===== src/adc_cfg_regs.vh =====
// Offsets, fields, reset values and page codes for the configuration bank
`ifndef ADC_CFG_REGS_VH
`define ADC_CFG_REGS_VH

`define ADDR_W              8
`define DATA_W              8

`define OFF_SOFT_RESET      8'h00
`define OFF_LINK_PAGE_LO    8'h03
`define OFF_LINK_PAGE_HI    8'h04
`define OFF_CHAN_WR_MODE    8'h05
`define OFF_CONV_PAGE       8'h11
`define OFF_CORE_SET_ONE    8'h20
`define OFF_BUF_SET_ONE     8'h21
`define OFF_CORE_SET_TWO    8'h23
`define OFF_BUF_SET_TWO     8'h24
`define OFF_PDN_CTRL        8'h26
`define OFF_MASK_EN         8'h55

`define BIT_RESET_HI        7
`define BIT_RESET_LO        0
`define BIT_PAIR_WRITE_OFF  0
`define BIT_SET_CHOICE      5
`define BIT_MASK_EN         0

`define CORE_A_HI           7
`define CORE_A_LO           4
`define CORE_B_HI           3
`define CORE_B_LO           0
`define BUF_B_HI            7
`define BUF_B_LO            6
`define BUF_A_HI            5
`define BUF_A_LO            4
`define BUF_FIELD_MASK      8'hF0

`define RST_BYTE            8'h00
`define RST_BIT             1'b0

`define LINK_PAGE_MAIN      16'h6800
`define LINK_PAGE_DIGITAL   16'h6900
`define LINK_PAGE_ANALOG    16'h6A00
`define CONV_PAGE_MASTER    8'h80
`define CONV_PAGE_CORE      8'h0F

`endif


===== src/shutdown_mask_pick.v =====
// Picks the active power-down mask set and gates it by the mask enable
`include "adc_cfg_regs.vh"

module shutdown_mask_pick (
  // Mask sets
  input  wire [7:0] core_set_one_i,
  input  wire [7:0] buf_set_one_i,
  input  wire [7:0] core_set_two_i,
  input  wire [7:0] buf_set_two_i,
  // Controls
  input  wire       set_choice_i,
  input  wire       mask_en_i,
  // Per-channel shutdown
  output wire [3:0] core_off_chan_a_o,
  output wire [3:0] core_off_chan_b_o,
  output wire [1:0] buffer_off_chan_a_o,
  output wire [1:0] buffer_off_chan_b_o
);

  wire [7:0] core_sel;
  wire [7:0] buf_sel;

  assign core_sel = set_choice_i ? core_set_two_i : core_set_one_i;  // see RULE8 see RULE12
  assign buf_sel  = set_choice_i ? buf_set_two_i  : buf_set_one_i;

  // see RULE7 see RULE9
  assign core_off_chan_a_o   = mask_en_i ? core_sel[`CORE_A_HI:`CORE_A_LO] : 4'h0;
  assign core_off_chan_b_o   = mask_en_i ? core_sel[`CORE_B_HI:`CORE_B_LO] : 4'h0;
  // Field 00 keeps both buffers on, 11 shuts both; see RULE10 see RULE11
  assign buffer_off_chan_a_o = mask_en_i ? buf_sel[`BUF_A_HI:`BUF_A_LO] : 2'h0;
  assign buffer_off_chan_b_o = mask_en_i ? buf_sel[`BUF_B_HI:`BUF_B_LO] : 2'h0;

endmodule // shutdown_mask_pick


===== src/adc_page_select_and_powerdown_regs.v =====
// General configuration bank: soft reset, page selectors, channel write steering, power-down masks
//
// What this block does
// RULE1 - Writing one to bit 7 or bit 0 of reset register pulses soft reset.
// RULE2 - Link bank page selector is 16 bits: low byte at 3h, high at 4h.
// RULE3 - Page 6800h main digital, 6900h link digital, 6A00h link analog.
// RULE4 - With pair-write-off clear, paged writes go to both channels together.
// RULE5 - With pair-write-off set, channel pick bit steers writes to A or B.
// RULE6 - Converter page at 11h: 80h master page, 0Fh converter page; resets zero.
// RULE7 - Power-down masks only act while the mask-enable bit at 55h is set.
// RULE8 - Bit 5 of 26h picks mask set 20h/21h or set 23h/24h.
// RULE9 - Core mask bits 7-4 shut channel A cores, bits 3-0 channel B.
// RULE10 - Buffer field 00 keeps both buffers of the channel running.
// RULE11 - Buffer field 11 shuts both buffers; B at bits 7-6, A at 5-4.
// RULE12 - Mask-select bit zero picks set one, one picks set two; resets zero.
// RULE13 - Host sets pin override before programming the global power-down bit.
// RULE14 - Host writes zero to reserved bits; the bank ignores them. The host model passes bit 7 of 26h through and forces bit 6 to one.
`include "adc_cfg_regs.vh"

module adc_page_select_and_powerdown_regs (
  // Clock and reset
  input  wire        core_clk_i,
  input  wire        rst_i,
  // Decoded serial port access
  input  wire        wr_en_i,
  input  wire        rd_en_i,
  input  wire [7:0]  addr_i,
  input  wire [7:0]  wr_data_i,
  input  wire        channel_pick_bit_i,
  output reg  [7:0]  rd_data_o,
  output reg         rd_valid_o,
  // Soft reset
  output reg         soft_reset_o,
  // Page selects
  output reg  [15:0] link_bank_page_selector_o,
  output reg         link_page_main_o,
  output reg         link_page_digital_o,
  output reg         link_page_analog_o,
  output reg         conv_page_master_o,
  output reg         conv_page_core_o,
  // Paged write forwarding
  output reg         chan_a_wr_o,
  output reg         chan_b_wr_o,
  output reg  [7:0]  paged_addr_o,
  output reg  [7:0]  paged_data_o,
  // Power-down
  output reg  [3:0]  core_off_chan_a_o,
  output reg  [3:0]  core_off_chan_b_o,
  output reg  [1:0]  buffer_off_chan_a_o,
  output reg  [1:0]  buffer_off_chan_b_o
);

  reg  [7:0] link_page_lo_reg;
  reg  [7:0] link_page_hi_reg;
  reg        pair_write_off_reg;
  reg  [7:0] conv_page_reg;
  reg  [7:0] core_set_one_reg;
  reg  [7:0] buf_set_one_reg;
  reg  [7:0] core_set_two_reg;
  reg  [7:0] buf_set_two_reg;
  reg        set_choice_reg;
  reg        mask_en_reg;

  wire [15:0] page_next;
  wire        master_on;
  wire        general_wr;
  wire        master_wr;
  wire        fire_reset;
  wire [3:0]  core_a_next;
  wire [3:0]  core_b_next;
  wire [1:0]  buf_a_next;
  wire [1:0]  buf_b_next;
  reg  [7:0]  rd_next;

  // Address belongs to the general bank, reachable on every page
  function is_general;
    input [7:0] a;
    begin
      is_general = (a == `OFF_SOFT_RESET) || (a == `OFF_LINK_PAGE_LO) || (a == `OFF_LINK_PAGE_HI) ||
                   (a == `OFF_CHAN_WR_MODE) || (a == `OFF_CONV_PAGE);
    end
  endfunction

  // Address belongs to the master page bank held here
  function is_master;
    input [7:0] a;
    begin
      is_master = (a == `OFF_CORE_SET_ONE) || (a == `OFF_BUF_SET_ONE) || (a == `OFF_CORE_SET_TWO) ||
                  (a == `OFF_BUF_SET_TWO) || (a == `OFF_PDN_CTRL) || (a == `OFF_MASK_EN);
    end
  endfunction

  assign page_next  = {link_page_hi_reg, link_page_lo_reg};  // see RULE2
  assign master_on  = (conv_page_reg == `CONV_PAGE_MASTER);  // see RULE6
  assign general_wr = wr_en_i && is_general(addr_i);
  assign master_wr  = wr_en_i && master_on && is_master(addr_i);
  // see RULE1
  assign fire_reset = wr_en_i && (addr_i == `OFF_SOFT_RESET) &&
                      (wr_data_i[`BIT_RESET_HI] || wr_data_i[`BIT_RESET_LO]);

  shutdown_mask_pick u_mask_pick (
    .core_set_one_i      (core_set_one_reg),
    .buf_set_one_i       (buf_set_one_reg),
    .core_set_two_i      (core_set_two_reg),
    .buf_set_two_i       (buf_set_two_reg),
    .set_choice_i        (set_choice_reg),
    .mask_en_i           (mask_en_reg),
    .core_off_chan_a_o   (core_a_next),
    .core_off_chan_b_o   (core_b_next),
    .buffer_off_chan_a_o (buf_a_next),
    .buffer_off_chan_b_o (buf_b_next)
  );

  // Register storage; soft reset returns the bank to its reset state
  always @(posedge core_clk_i)
  begin
    if (rst_i || fire_reset)
    begin
      link_page_lo_reg   <= `RST_BYTE;
      link_page_hi_reg   <= `RST_BYTE;
      pair_write_off_reg <= `RST_BIT;
      conv_page_reg      <= `RST_BYTE;
      core_set_one_reg   <= `RST_BYTE;
      buf_set_one_reg    <= `RST_BYTE;
      core_set_two_reg   <= `RST_BYTE;
      buf_set_two_reg    <= `RST_BYTE;
      set_choice_reg     <= `RST_BIT;  // see RULE12
      mask_en_reg        <= `RST_BIT;
    end
    else
    begin
      if (general_wr)
      begin
        case (addr_i)
          `OFF_LINK_PAGE_LO: link_page_lo_reg   <= wr_data_i;
          `OFF_LINK_PAGE_HI: link_page_hi_reg   <= wr_data_i;
          `OFF_CHAN_WR_MODE: pair_write_off_reg <= wr_data_i[`BIT_PAIR_WRITE_OFF];
          `OFF_CONV_PAGE:    conv_page_reg      <= wr_data_i;  // see RULE6
          default:           ;
        endcase
      end
      if (master_wr)
      begin
        case (addr_i)
          `OFF_CORE_SET_ONE: core_set_one_reg <= wr_data_i;
          `OFF_BUF_SET_ONE:  buf_set_one_reg  <= wr_data_i & `BUF_FIELD_MASK;  // see RULE14
          `OFF_CORE_SET_TWO: core_set_two_reg <= wr_data_i;
          `OFF_BUF_SET_TWO:  buf_set_two_reg  <= wr_data_i & `BUF_FIELD_MASK;
          `OFF_PDN_CTRL:     set_choice_reg   <= wr_data_i[`BIT_SET_CHOICE];  // see RULE8
          `OFF_MASK_EN:      mask_en_reg      <= wr_data_i[`BIT_MASK_EN];  // see RULE7
          default:           ;
        endcase
      end
    end
  end

  // Read mux; reset register reads zero since it clears itself
  always @*
  begin
    rd_next = `RST_BYTE;
    case (addr_i)
      `OFF_LINK_PAGE_LO: rd_next = link_page_lo_reg;
      `OFF_LINK_PAGE_HI: rd_next = link_page_hi_reg;
      `OFF_CHAN_WR_MODE: rd_next = {7'h00, pair_write_off_reg} << `BIT_PAIR_WRITE_OFF;
      `OFF_CONV_PAGE:    rd_next = conv_page_reg;
      default:
      begin
        if (master_on && is_master(addr_i))
        begin
          case (addr_i)
            `OFF_CORE_SET_ONE: rd_next = core_set_one_reg;
            `OFF_BUF_SET_ONE:  rd_next = buf_set_one_reg;
            `OFF_CORE_SET_TWO: rd_next = core_set_two_reg;
            `OFF_BUF_SET_TWO:  rd_next = buf_set_two_reg;
            `OFF_PDN_CTRL:     rd_next = {7'h00, set_choice_reg} << `BIT_SET_CHOICE;
            `OFF_MASK_EN:      rd_next = {7'h00, mask_en_reg} << `BIT_MASK_EN;
            default:           rd_next = `RST_BYTE;
          endcase
        end
      end
    endcase
  end

  // Registered outputs
  always @(posedge core_clk_i)
  begin
    if (rst_i)
    begin
      rd_data_o                 <= `RST_BYTE;
      rd_valid_o                <= 1'b0;
      soft_reset_o              <= 1'b0;
      link_bank_page_selector_o <= 16'h0000;
      link_page_main_o          <= 1'b0;
      link_page_digital_o       <= 1'b0;
      link_page_analog_o        <= 1'b0;
      conv_page_master_o        <= 1'b0;
      conv_page_core_o          <= 1'b0;
      chan_a_wr_o               <= 1'b0;
      chan_b_wr_o               <= 1'b0;
      paged_addr_o              <= `RST_BYTE;
      paged_data_o              <= `RST_BYTE;
      core_off_chan_a_o         <= 4'h0;
      core_off_chan_b_o         <= 4'h0;
      buffer_off_chan_a_o       <= 2'h0;
      buffer_off_chan_b_o       <= 2'h0;
    end
    else
    begin
      rd_data_o                 <= rd_en_i ? rd_next : `RST_BYTE;
      rd_valid_o                <= rd_en_i;
      soft_reset_o              <= fire_reset;  // see RULE1
      link_bank_page_selector_o <= page_next;
      link_page_main_o          <= (page_next == `LINK_PAGE_MAIN);  // see RULE3
      link_page_digital_o       <= (page_next == `LINK_PAGE_DIGITAL);
      link_page_analog_o        <= (page_next == `LINK_PAGE_ANALOG);
      conv_page_master_o        <= master_on;  // see RULE6
      conv_page_core_o          <= (conv_page_reg == `CONV_PAGE_CORE);
      // Paged writes: pair unless pair-write is off; see RULE4 see RULE5
      chan_a_wr_o  <= wr_en_i && !general_wr && !master_wr && (!pair_write_off_reg || !channel_pick_bit_i);
      chan_b_wr_o  <= wr_en_i && !general_wr && !master_wr && (!pair_write_off_reg || channel_pick_bit_i);
      paged_addr_o <= addr_i;
      paged_data_o <= wr_data_i;
      core_off_chan_a_o   <= core_a_next;
      core_off_chan_b_o   <= core_b_next;
      buffer_off_chan_a_o <= buf_a_next;
      buffer_off_chan_b_o <= buf_b_next;
    end
  end

endmodule // adc_page_select_and_powerdown_regs


===== config.mk =====
export PLATFORM = sky130hd
export DESIGN_NAME = adc_page_select_and_powerdown_regs
export DESIGN_NICKNAME = d
export VERILOG_FILES = /design/src/shutdown_mask_pick.v /design/src/adc_page_select_and_powerdown_regs.v
export VERILOG_INCLUDE_DIRS = /design/src /design/src/src
export SDC_FILE = /design/constraint.sdc
export NUM_CORES = 1
export LEC_CHECK = 0
export ABC_AREA = 0
export BUFFER_PORTS_ARGS = -buffer_cell sky130_fd_sc_hd__buf_2
export CAP_MARGIN = 20
export CORE_ASPECT_RATIO = 0.7
export CORE_MARGIN = 2
export CORE_UTILIZATION = 35
export CTS_CLUSTER_SIZE = 8
export DETAILED_ROUTE_END_ITERATION = 10
export GPL_TIMING_DRIVEN = 1
export PLACE_DENSITY = 0.58
export SLEW_MARGIN = 20
export SYNTH_ARGS = -nofsm -noshare
export SYNTH_HDL_FRONTEND = slang
export SYNTH_SLANG_ARGS = --single-unit

===== constraint.sdc =====
create_clock -name core_clk_i -period 1.9 [get_ports core_clk_i]
set_clock_uncertainty 0.2 [all_clocks]
set_input_delay 0.095 -clock core_clk_i [delete_from_list [all_inputs] [get_ports core_clk_i]]
set_output_delay 0.095 -clock core_clk_i [all_outputs]
set_load 0.05 [all_outputs]

[Yosys cells after proc, flatten, opt, wreduce, memory -nomap -nowiden]
Cells that the tools add are included.
Storage, ports and cells
  output and inout port bits: 61
  flip-flop bits (word level): 112
  bits of input ports: 21
  logic and storage cells: 89
Cells by class
  equal/unequal tests: 15
  reductions and logical operators: 40
  muxes and demuxes: 5
  bitwise operators: 2
Operator list (count)
  $eq A16 B15 Y1 const B: 3
  $pmux W8 S6: 1
  $eq A8 B6 Y1 const B: 5
  $pmux W8 S4: 1
  $mux W8: 3
  $reduce_and A2 Y1: 10
  $eq A8 B3 Y1 const B: 2
  $logic_or A1 B1 Y1: 13
  $logic_and A1 B1 Y1: 10
  $eq A8 B2 Y1 const B: 1
  $eq A8 B4 Y1 const B: 1
  $eq A8 B5 Y1 const B: 1
  $eq A8 B7 Y1 const B: 1
  $eq A8 B8 Y1 const B: 1
  $logic_not A8 Y1: 1
  $logic_not A1 Y1: 4
  $reduce_or A2 Y1: 2
  $not A1 Y1: 2

[Depth between registers and ports, before layout]
Gate-level depths: netlist of run 1.
  depth after elaboration: 10
  depth in mapped cells: 7
  gate-level depth less buffers: 4

[Hierarchy]
From an unflattened synthesis of run 1, not the netlist that was laid out.
Unflattened totals
  cells, all modules: 434
  area total of the unflattened synthesis: 4310.4 µm²
By module, submodules not included
  adc_page_select_and_powerdown_regs: instances 1, cells each 408, area an instance 4100.2 µm², seq. area each 2242.2 µm²
  shutdown_mask_pick: instances 1, cells each 26, area an instance 210.2 µm², seq. area each 0.0 µm²

[Worst setup path before layout of run 1]
OpenSTA, ideal clock, no wires.
  path type: input port to flip-flop
  start point: in addr_i[4]
  end point: reg core_set_one_reg[0]
  buffers on the path: 1
  library setup time: 0.125 ns
  path slack: 0.140 ns
  stages on the path: 5
  required time: 1.575 ns
  data arrival time: 1.435 ns
  path through: or4_4 -> o41a_4 -> buf_6 -> nand2_1 -> mux2i_1
Between the ends
  cells in the longest elaborated chain, start to end: 8
  elaborated cells between the ends (all ways): 17
RTL lines
  start, declared: RTL line adc_page_select_and_powerdown_regs.v:27  | input wire [7:0] addr_i,
  $eq A8 B6 Y1, on equally long branches
  $logic_or A1 B1 Y1 (5 in series): RTL line adc_page_select_and_powerdown_regs.v:88  | is_master = (a == `OFF_CORE_SET_ONE) || (a == `OFF_BUF_SET_ONE) || (a == `OFF_CORE_SET_TWO) ||
  $logic_and A1 B1 Y1: RTL line adc_page_select_and_powerdown_regs.v:96  | assign master_wr = wr_en_i && master_on && is_master(addr_i);
  $reduce_and A2 Y1 (no line)
  end signal, assigned: RTL line adc_page_select_and_powerdown_regs.v:123  | core_set_one_reg <= `RST_BYTE;
  end signal, assigned: RTL line adc_page_select_and_powerdown_regs.v:145  | `OFF_CORE_SET_ONE: core_set_one_reg <= wr_data_i;
  end, declared: RTL line adc_page_select_and_powerdown_regs.v:57  | reg [7:0] core_set_one_reg;
Parallel ways exist; a longest one is shown, timed or not.
A chain may end at the register's enable or synchronous reset.

[Worst setup path after layout of run 1]
  start point: reg conv_page_reg[0]
  end point: reg buf_set_one_reg[5]
Between the ends
  cells in the longest elaborated chain, start to end: 4
RTL lines
  start, declared: RTL line adc_page_select_and_powerdown_regs.v:56  | reg [7:0] conv_page_reg;
  start signal, assigned: RTL line adc_page_select_and_powerdown_regs.v:122  | conv_page_reg <= `RST_BYTE;
  start signal, assigned: RTL line adc_page_select_and_powerdown_regs.v:138  | `OFF_CONV_PAGE: conv_page_reg <= wr_data_i;
  $eq A8 B8 Y1 (no line)
  $logic_and A1 B1 Y1 (2 in series): RTL line adc_page_select_and_powerdown_regs.v:96
  $reduce_and A2 Y1 (no line)
  end signal, assigned: RTL line adc_page_select_and_powerdown_regs.v:124  | buf_set_one_reg <= `RST_BYTE;
  end signal, assigned: RTL line adc_page_select_and_powerdown_regs.v:146  | `OFF_BUF_SET_ONE: buf_set_one_reg <= wr_data_i & `BUF_FIELD_MASK;
  end, declared: RTL line adc_page_select_and_powerdown_regs.v:58  | reg [7:0] buf_set_one_reg;
No other way between the ends.

==> reports/results.ini, run 1 <==
[status]
status = complete, no violations

[cells_and_area]
drive_gt1_frac = 0.305
layout_commonest_cell = dfxtp_1
nNetsFinal = 597
antenna_cells = 0
final_cells = 743
top_register = link_bank_page_selector_o
area_growth_pct = 31.5
mostFrequentLayoutCells = dfxtp_1, buf_2, mux2i_1
largest_reg_flops = 16
fin_util = 0.471

[timing]
period_minus_slack_ns = 1.81
rsz0062_at_grt = no
fin_crit_sh = 0.952
hold_viol_final = 0
finalMaxSlewViolations = 0
setup_violations = 0
fmax_mhz = 553
slew_headroom = 0.654
worst_pin_slew_ns = 0.517

[pwr]
power_density_nw_per_um2 = 780
p_int_mw = 3.42
p_clk_frac = 0.395
seq_power_share = 0.520
p_sw_mw = 1.15
leakagePower_nw = 2.70
irDropWorstVdd_mv = 0.437
pwr-share-comb = 0.085
p_sw_frac = 0.251

[route]
first_pass_iters = 5
post-route-drc-count = 0
drtIter0Drc = 262
wl_um = 12100
dr_total_vias = 3732
via_per_inst = 5.02
final_antenna_net_count = 0
wl_per_cell_um = 16.2

[place]
dp_hpwl_um = 9150
place_inst = 711
io_buffers = 81
gp_congestion = 0.848

[clock_network]
cts_tree = done
clk_pin_slew_ns = 0.07
cts_buffers = 9
numClockSinks = 112
ctsLongestPathBuffers = 2
clock_latency_ns = 0.35
clockRootBuffer = clkbuf_16
h-tree-depth = 3

[logic_synthesis]
synth_edf_count = 0
synth_seq_cells = 112
synth-seq-area-share = 0.504
synth.avg_cell_area_um2 = 10.1
synth.distinct_cells = 58
ys.flop_type = dfxtp_1
synth_top_cells_by_area = dfxtp_1, mux2i_1, nor2b_1
syn_nets = 462
synthCells = 441
synth_warnings = 0
synth_top_cell_area_share = 0.504
synthArstFlopShare = 0
yosys.area.top_type = dfxtp_1
syn_area_um2 = 4450

[critical_path]
start_kind = flop
required_ns = 1.94
crit_top_cell = buf_4
endpoint_kind = flop
crit_slowest_cell = dfxtp_1
worstPathCellList = nor4_1 -> and3_1 -> buf_4 -> buf_4 -> nand3_1 -> buf_4 -> mux2i_1
arrival_ns = 1.84
cp_max_fo = 6
max_stage_delay_ns = 0.32
crit_type = flop to flop

[global_route]
grt_pass1_vias = 3685
grt_pass1_wl_um = 19500
grt_remaining_overflow = 0
grt_usage = 0.183
grt_max_degree = 34
antenna_found_initial = 0

[die]
dieArea_um2 = 13600
ios = 82
start_util = 0.358
core_um2 = 12400
rows = 34
die_w_um = 139
fp.dieH_um = 98.3

[flow_run]
maxCapViolCount = 0

[min_path]
hp-class = input port to flop

-- critical path, delay by kind of cell (launching register included) --
family | cells | cell delay, ns
buffers and inverters | 3 | 0.51
DFF | 1 | 0.32
muxes | 1 | 0.12
and+or+nand+nor | 3 | 0.55
-- Yosys cell counts (3+ instances only) --
cell type,count
dfxtp_1,112
mux2i_1,60
nand2_1,40
nor2b_1,39
nor2_1,37
nand3_1,15
clkbuf_1,13
a22oi_1,8
and3_1,8
nand4_1,8
a21oi_1,7
nor3_1,7
buf_2,6
buf_6,5
a211oi_1,4
a31o_2,4
and2_1,4
inv_1,4
o22ai_1,4
nand3_2,3
nor4_1,3
o21ai_0,3
o31ai_1,3
o32a_1,3
or2_2,3
-- power groups by stage --
stage / Sequential [mW] / Combinational, mW / Clock (mW)
after floorplan: 2.51 / 0.133 / 0
after global routing: 2.38 / 0.414 / 1.94
after detailed placement: 2.43 / 0.360 / 0
after CTS: 2.37 / 0.387 / 1.84
after global placement: 2.43 / 0.356 / 0
final: 2.37 / 0.387 / 1.80
-- final timing paths --
check	startpoint	endpoint	slack, ns	depth (start not counted)
worst max register to register	conv_page_reg[0]$_SDFFE_PP0P_	buf_set_one_reg[5]$_SDFFE_PP0P_	0.09	7
worst min-delay path	wr_data_i[0]	conv_page_reg[0]$_SDFFE_PP0P_	0.005	4
worst min register to register	core_set_one_reg[7]$_SDFFE_PP0P_	core_set_one_reg[7]$_SDFFE_PP0P_	0.28	2
worst max-delay path	conv_page_reg[0]$_SDFFE_PP0P_	buf_set_one_reg[5]$_SDFFE_PP0P_	0.09	7
-- logic make-up (layout without fill, tap and decap cells) --
group                     Yosys count  after routing  share of synthesized area
AOI/OAI and AO/OA                  47             47                     0.0843
buffers and inverters              31            171                     0.0374
muxes                              60             60                      0.135
xor gates and xnor gates            1              1                    0.00197
and+or+nand+nor                   190            190                      0.238
DFF                               112            112                      0.504
-- area by class of cell --
| type | instances | area, um^2 |
|---|---|---|
| Inverter | 4 | 15.0 |
| Multi-Input combinational cell | 298 | 2080 |
| Sequential cell | 112 | 2240 |
| Tap cell | 162 | 203 |
| Fill cell | 1204 | 6570 |
| Timing Repair Buffer | 151 | 1030 |
| Clock inverter | 6 | 51.3 |
| Clock buffer | 10 | 229 |
-- layer usage --
layer	GRT usage	share of wire	wire [um]	vias up
li1	-	-	-	1842
met1	0.267	0.51	6150	1783
met2	0.272	0.43	5140	94
met3	0.0441	0.054	651	13
met4	0.0420	0.011	132	0
met5	0	0	0	-
-- per-stage QoR --
step	hold WS [ns]	power, mW	setup slack (ns)	setup TNS [ns]	instance area (um^2)
after floorplan	-0.0334	2.64	0.140	0	4450
after global placement	0.116	2.78	-0.227	-6.91	5380
after detailed placement	0.119	2.79	-0.240	-7.63	5380
after CTS	0.00243	4.60	0.0137	0	5830
after global routing	0.0263	4.73	0.000164	0	5850
final	0.00464	4.56	0.0910	0	5850
-- what timing repair did --
item / CTS / global route
setup endpoints to repair: 2 / 10
resized for setup: 2 / 3
setup buffers: 0 / 0
hold endpoints to repair: 54 / 0
hold buffers: 16 / 0
pin swaps: 0 / 2
Note: power is estimated with default switching activity, not from simulation.
==> run 2: changes to the inputs <==
Settings changed: PLACE_DENSITY 0.58 to unset.
==> run 2 against run 1 <==
Fmax is 1.9% lower. Critical path depth stayed put. Final cell count increased by 1.1%. First-iteration DRC count decreased by 1.9%. Worst hold slack better by 0.014 ns. Clock power grew 8%. Combinational power grew 5%. Global-route usage rose by 0.41 points. Highest routed layer unchanged.
==> reports/results.ini, run 2 (synthesized netlist as in run 1, its figures left out) <==
[clock_network]
h-tree-depth = 3
cts_setup_buffers = 0
numClockSinks = 112
clk_pin_slew_ns = 0.07
cts_buffers = 9
clock_latency_ns = 0.35
clockRootBuffer = clkbuf_16
ctsLongestPathBuffers = 2
cts_tree = done

[timing]
period_minus_slack_ns = 1.84
fin_crit_sh = 0.971
finalMaxSlewViolations = 0
setup_violations = 0
fmax_mhz = 542
worst_pin_slew_ns = 0.534
hold_viol_final = 0
final.setup.worst_slack_ns = 0.0555
slew_headroom = 0.643
rsz0062_at_grt = yes

[pwr]
leakagePower_nw = 2.76
power_density_nw_per_um2 = 792
irDropWorstVdd_mv = 0.399

[place]
io_buffers = 81
place_inst = 717
place_ws_ns = -0.214
dp_hpwl_um = 9330
gp_congestion = 0.887

[die]
start_util = 0.358
die_w_um = 139
fp.dieH_um = 98.3
core_um2 = 12400
rows = 34
dieArea_um2 = 13600
ios = 82

[global_route]
antenna_found_initial = 0
grt_pass1_vias = 3787
grt_pass1_wl_um = 20100
grt_usage = 0.187
grt_remaining_overflow = 0
grt_max_degree = 34

[cells_and_area]
drive_gt1_frac = 0.314
mostFrequentLayoutCells = dfxtp_1, buf_2, mux2i_1
layout_commonest_cell = dfxtp_1
fin_util = 0.480
area_growth_pct = 34.0
nNetsFinal = 605
seq_area_um2 = 2240
multiInputGateArea_um2 = 2100
largest_reg_flops = 16
antenna_cells = 0
final_cells = 751
fillers = 1189
top_register = link_bank_page_selector_o

[critical_path]
r2r.worst_path.cells = 7
crit_top_cell = buf_4
required_ns = 1.94
crit_type = flop to flop
start_kind = flop
endpoint_kind = flop
r2r_slack_ns = 0.06
crit_slowest_cell = dfxtp_1
arrival_ns = 1.88
worstPathCellList = nor3_1 -> and3_1 -> buf_4 -> buf_4 -> nand3_1 -> buf_4 -> mux2i_1
cp_max_fo = 6
max_stage_delay_ns = 0.31

[flow_run]
maxCapViolCount = 0

[route]
drtIter0Drc = 257
wl_um = 12900
dr_total_vias = 3885
final_antenna_net_count = 0
wl_per_cell_um = 17.2
post-route-drc-count = 0
via_per_inst = 5.17
first_pass_iters = 4

[min_path]
hp-class = input port to flop
min_path_cells = 3

[status]
status = complete, no violations

## run 2: changes by cell type in the layout (fill, tap and decap cells not counted), moves of 2 or more
cell / delta
buf_4: +5
clkbuf_8: +2
clkinv_4: -2
nor3b_1: -2
nor3b_2: +2
## run 2: path summary, 6_finish.rpt
check,from,endpoint
setup / recovery,conv_page_reg[4]$_SDFFE_PP0P_,buf_set_one_reg[7]$_SDFFE_PP0P_
hold reg to reg,core_set_one_reg[7]$_SDFFE_PP0P_,core_set_one_reg[7]$_SDFFE_PP0P_
hold / removal,addr_i[1],paged_addr_o[1]$_SDFF_PP0_
setup reg to reg,conv_page_reg[4]$_SDFFE_PP0P_,buf_set_one_reg[7]$_SDFFE_PP0P_
## run 2: power by group
| group | internal [mW] | switching [mW] | leakage, nW |
|---|---|---|---|
| combinational | 0.145 | 0.260 | 1.70 |
| clock | 1.10 | 0.846 | 0.149 |
| sequential | 2.37 | 0.00582 | 0.907 |
## run 2: routing by layer
| layer | up-vias | GRT usage | routed length (um) |
|---|---|---|---|
| met3 | 17 | 0.0446 | 958 |
| met1 | 1876 | 0.268 | 6230 |
| met4 | 0 | 0.0466 | 150 |
| met2 | 144 | 0.283 | 5580 |
| met5 | - | 0 | 0 |
| li1 | 1848 | - | - |
## run 2: per-stage QoR
step	total power [mW]	hold slack [ns]	area, um^2	TNS, ns
after global placement	2.79	0.121	5440	-5.55
after detailed placement	2.80	0.138	5440	-7.84
after global routing	4.88	0.0261	5970	-0.0166
after floorplan	2.64	-0.0334	4450	0
after CTS	4.75	0.00484	5930	0
final	4.72	0.0181	5970	0
## run 2: critical path: cells and delay by family, from the launching register on
family	cells	cell delay (ns)
buffers and inverters	3	0.51
DFF	1	0.31
muxes	1	0.12
and+or+nand+nor	3	0.58
## run 2: layout make-up
| type | instances | area share |
|---|---|---|
| sequential | 112 | 0.376 |
| multi-input combinational | 299 | 0.352 |
| timing repair buffer | 158 | 0.185 |
| clock buffer | 12 | 0.0430 |
| tap | 162 | 0.0340 |
| clock inverter | 4 | 0.00860 |
| inverter | 4 | 0.00252 |
## run 2: repair_timing
item                                   in CTS  in global routing
cloned                                      0                  1
pin swaps                                   0                  3
endpoints found under the hold margin      61                  0
hold buffers                               17                  0
setup endpoints to repair                   1                 12
gates resized for setup                     2                  4
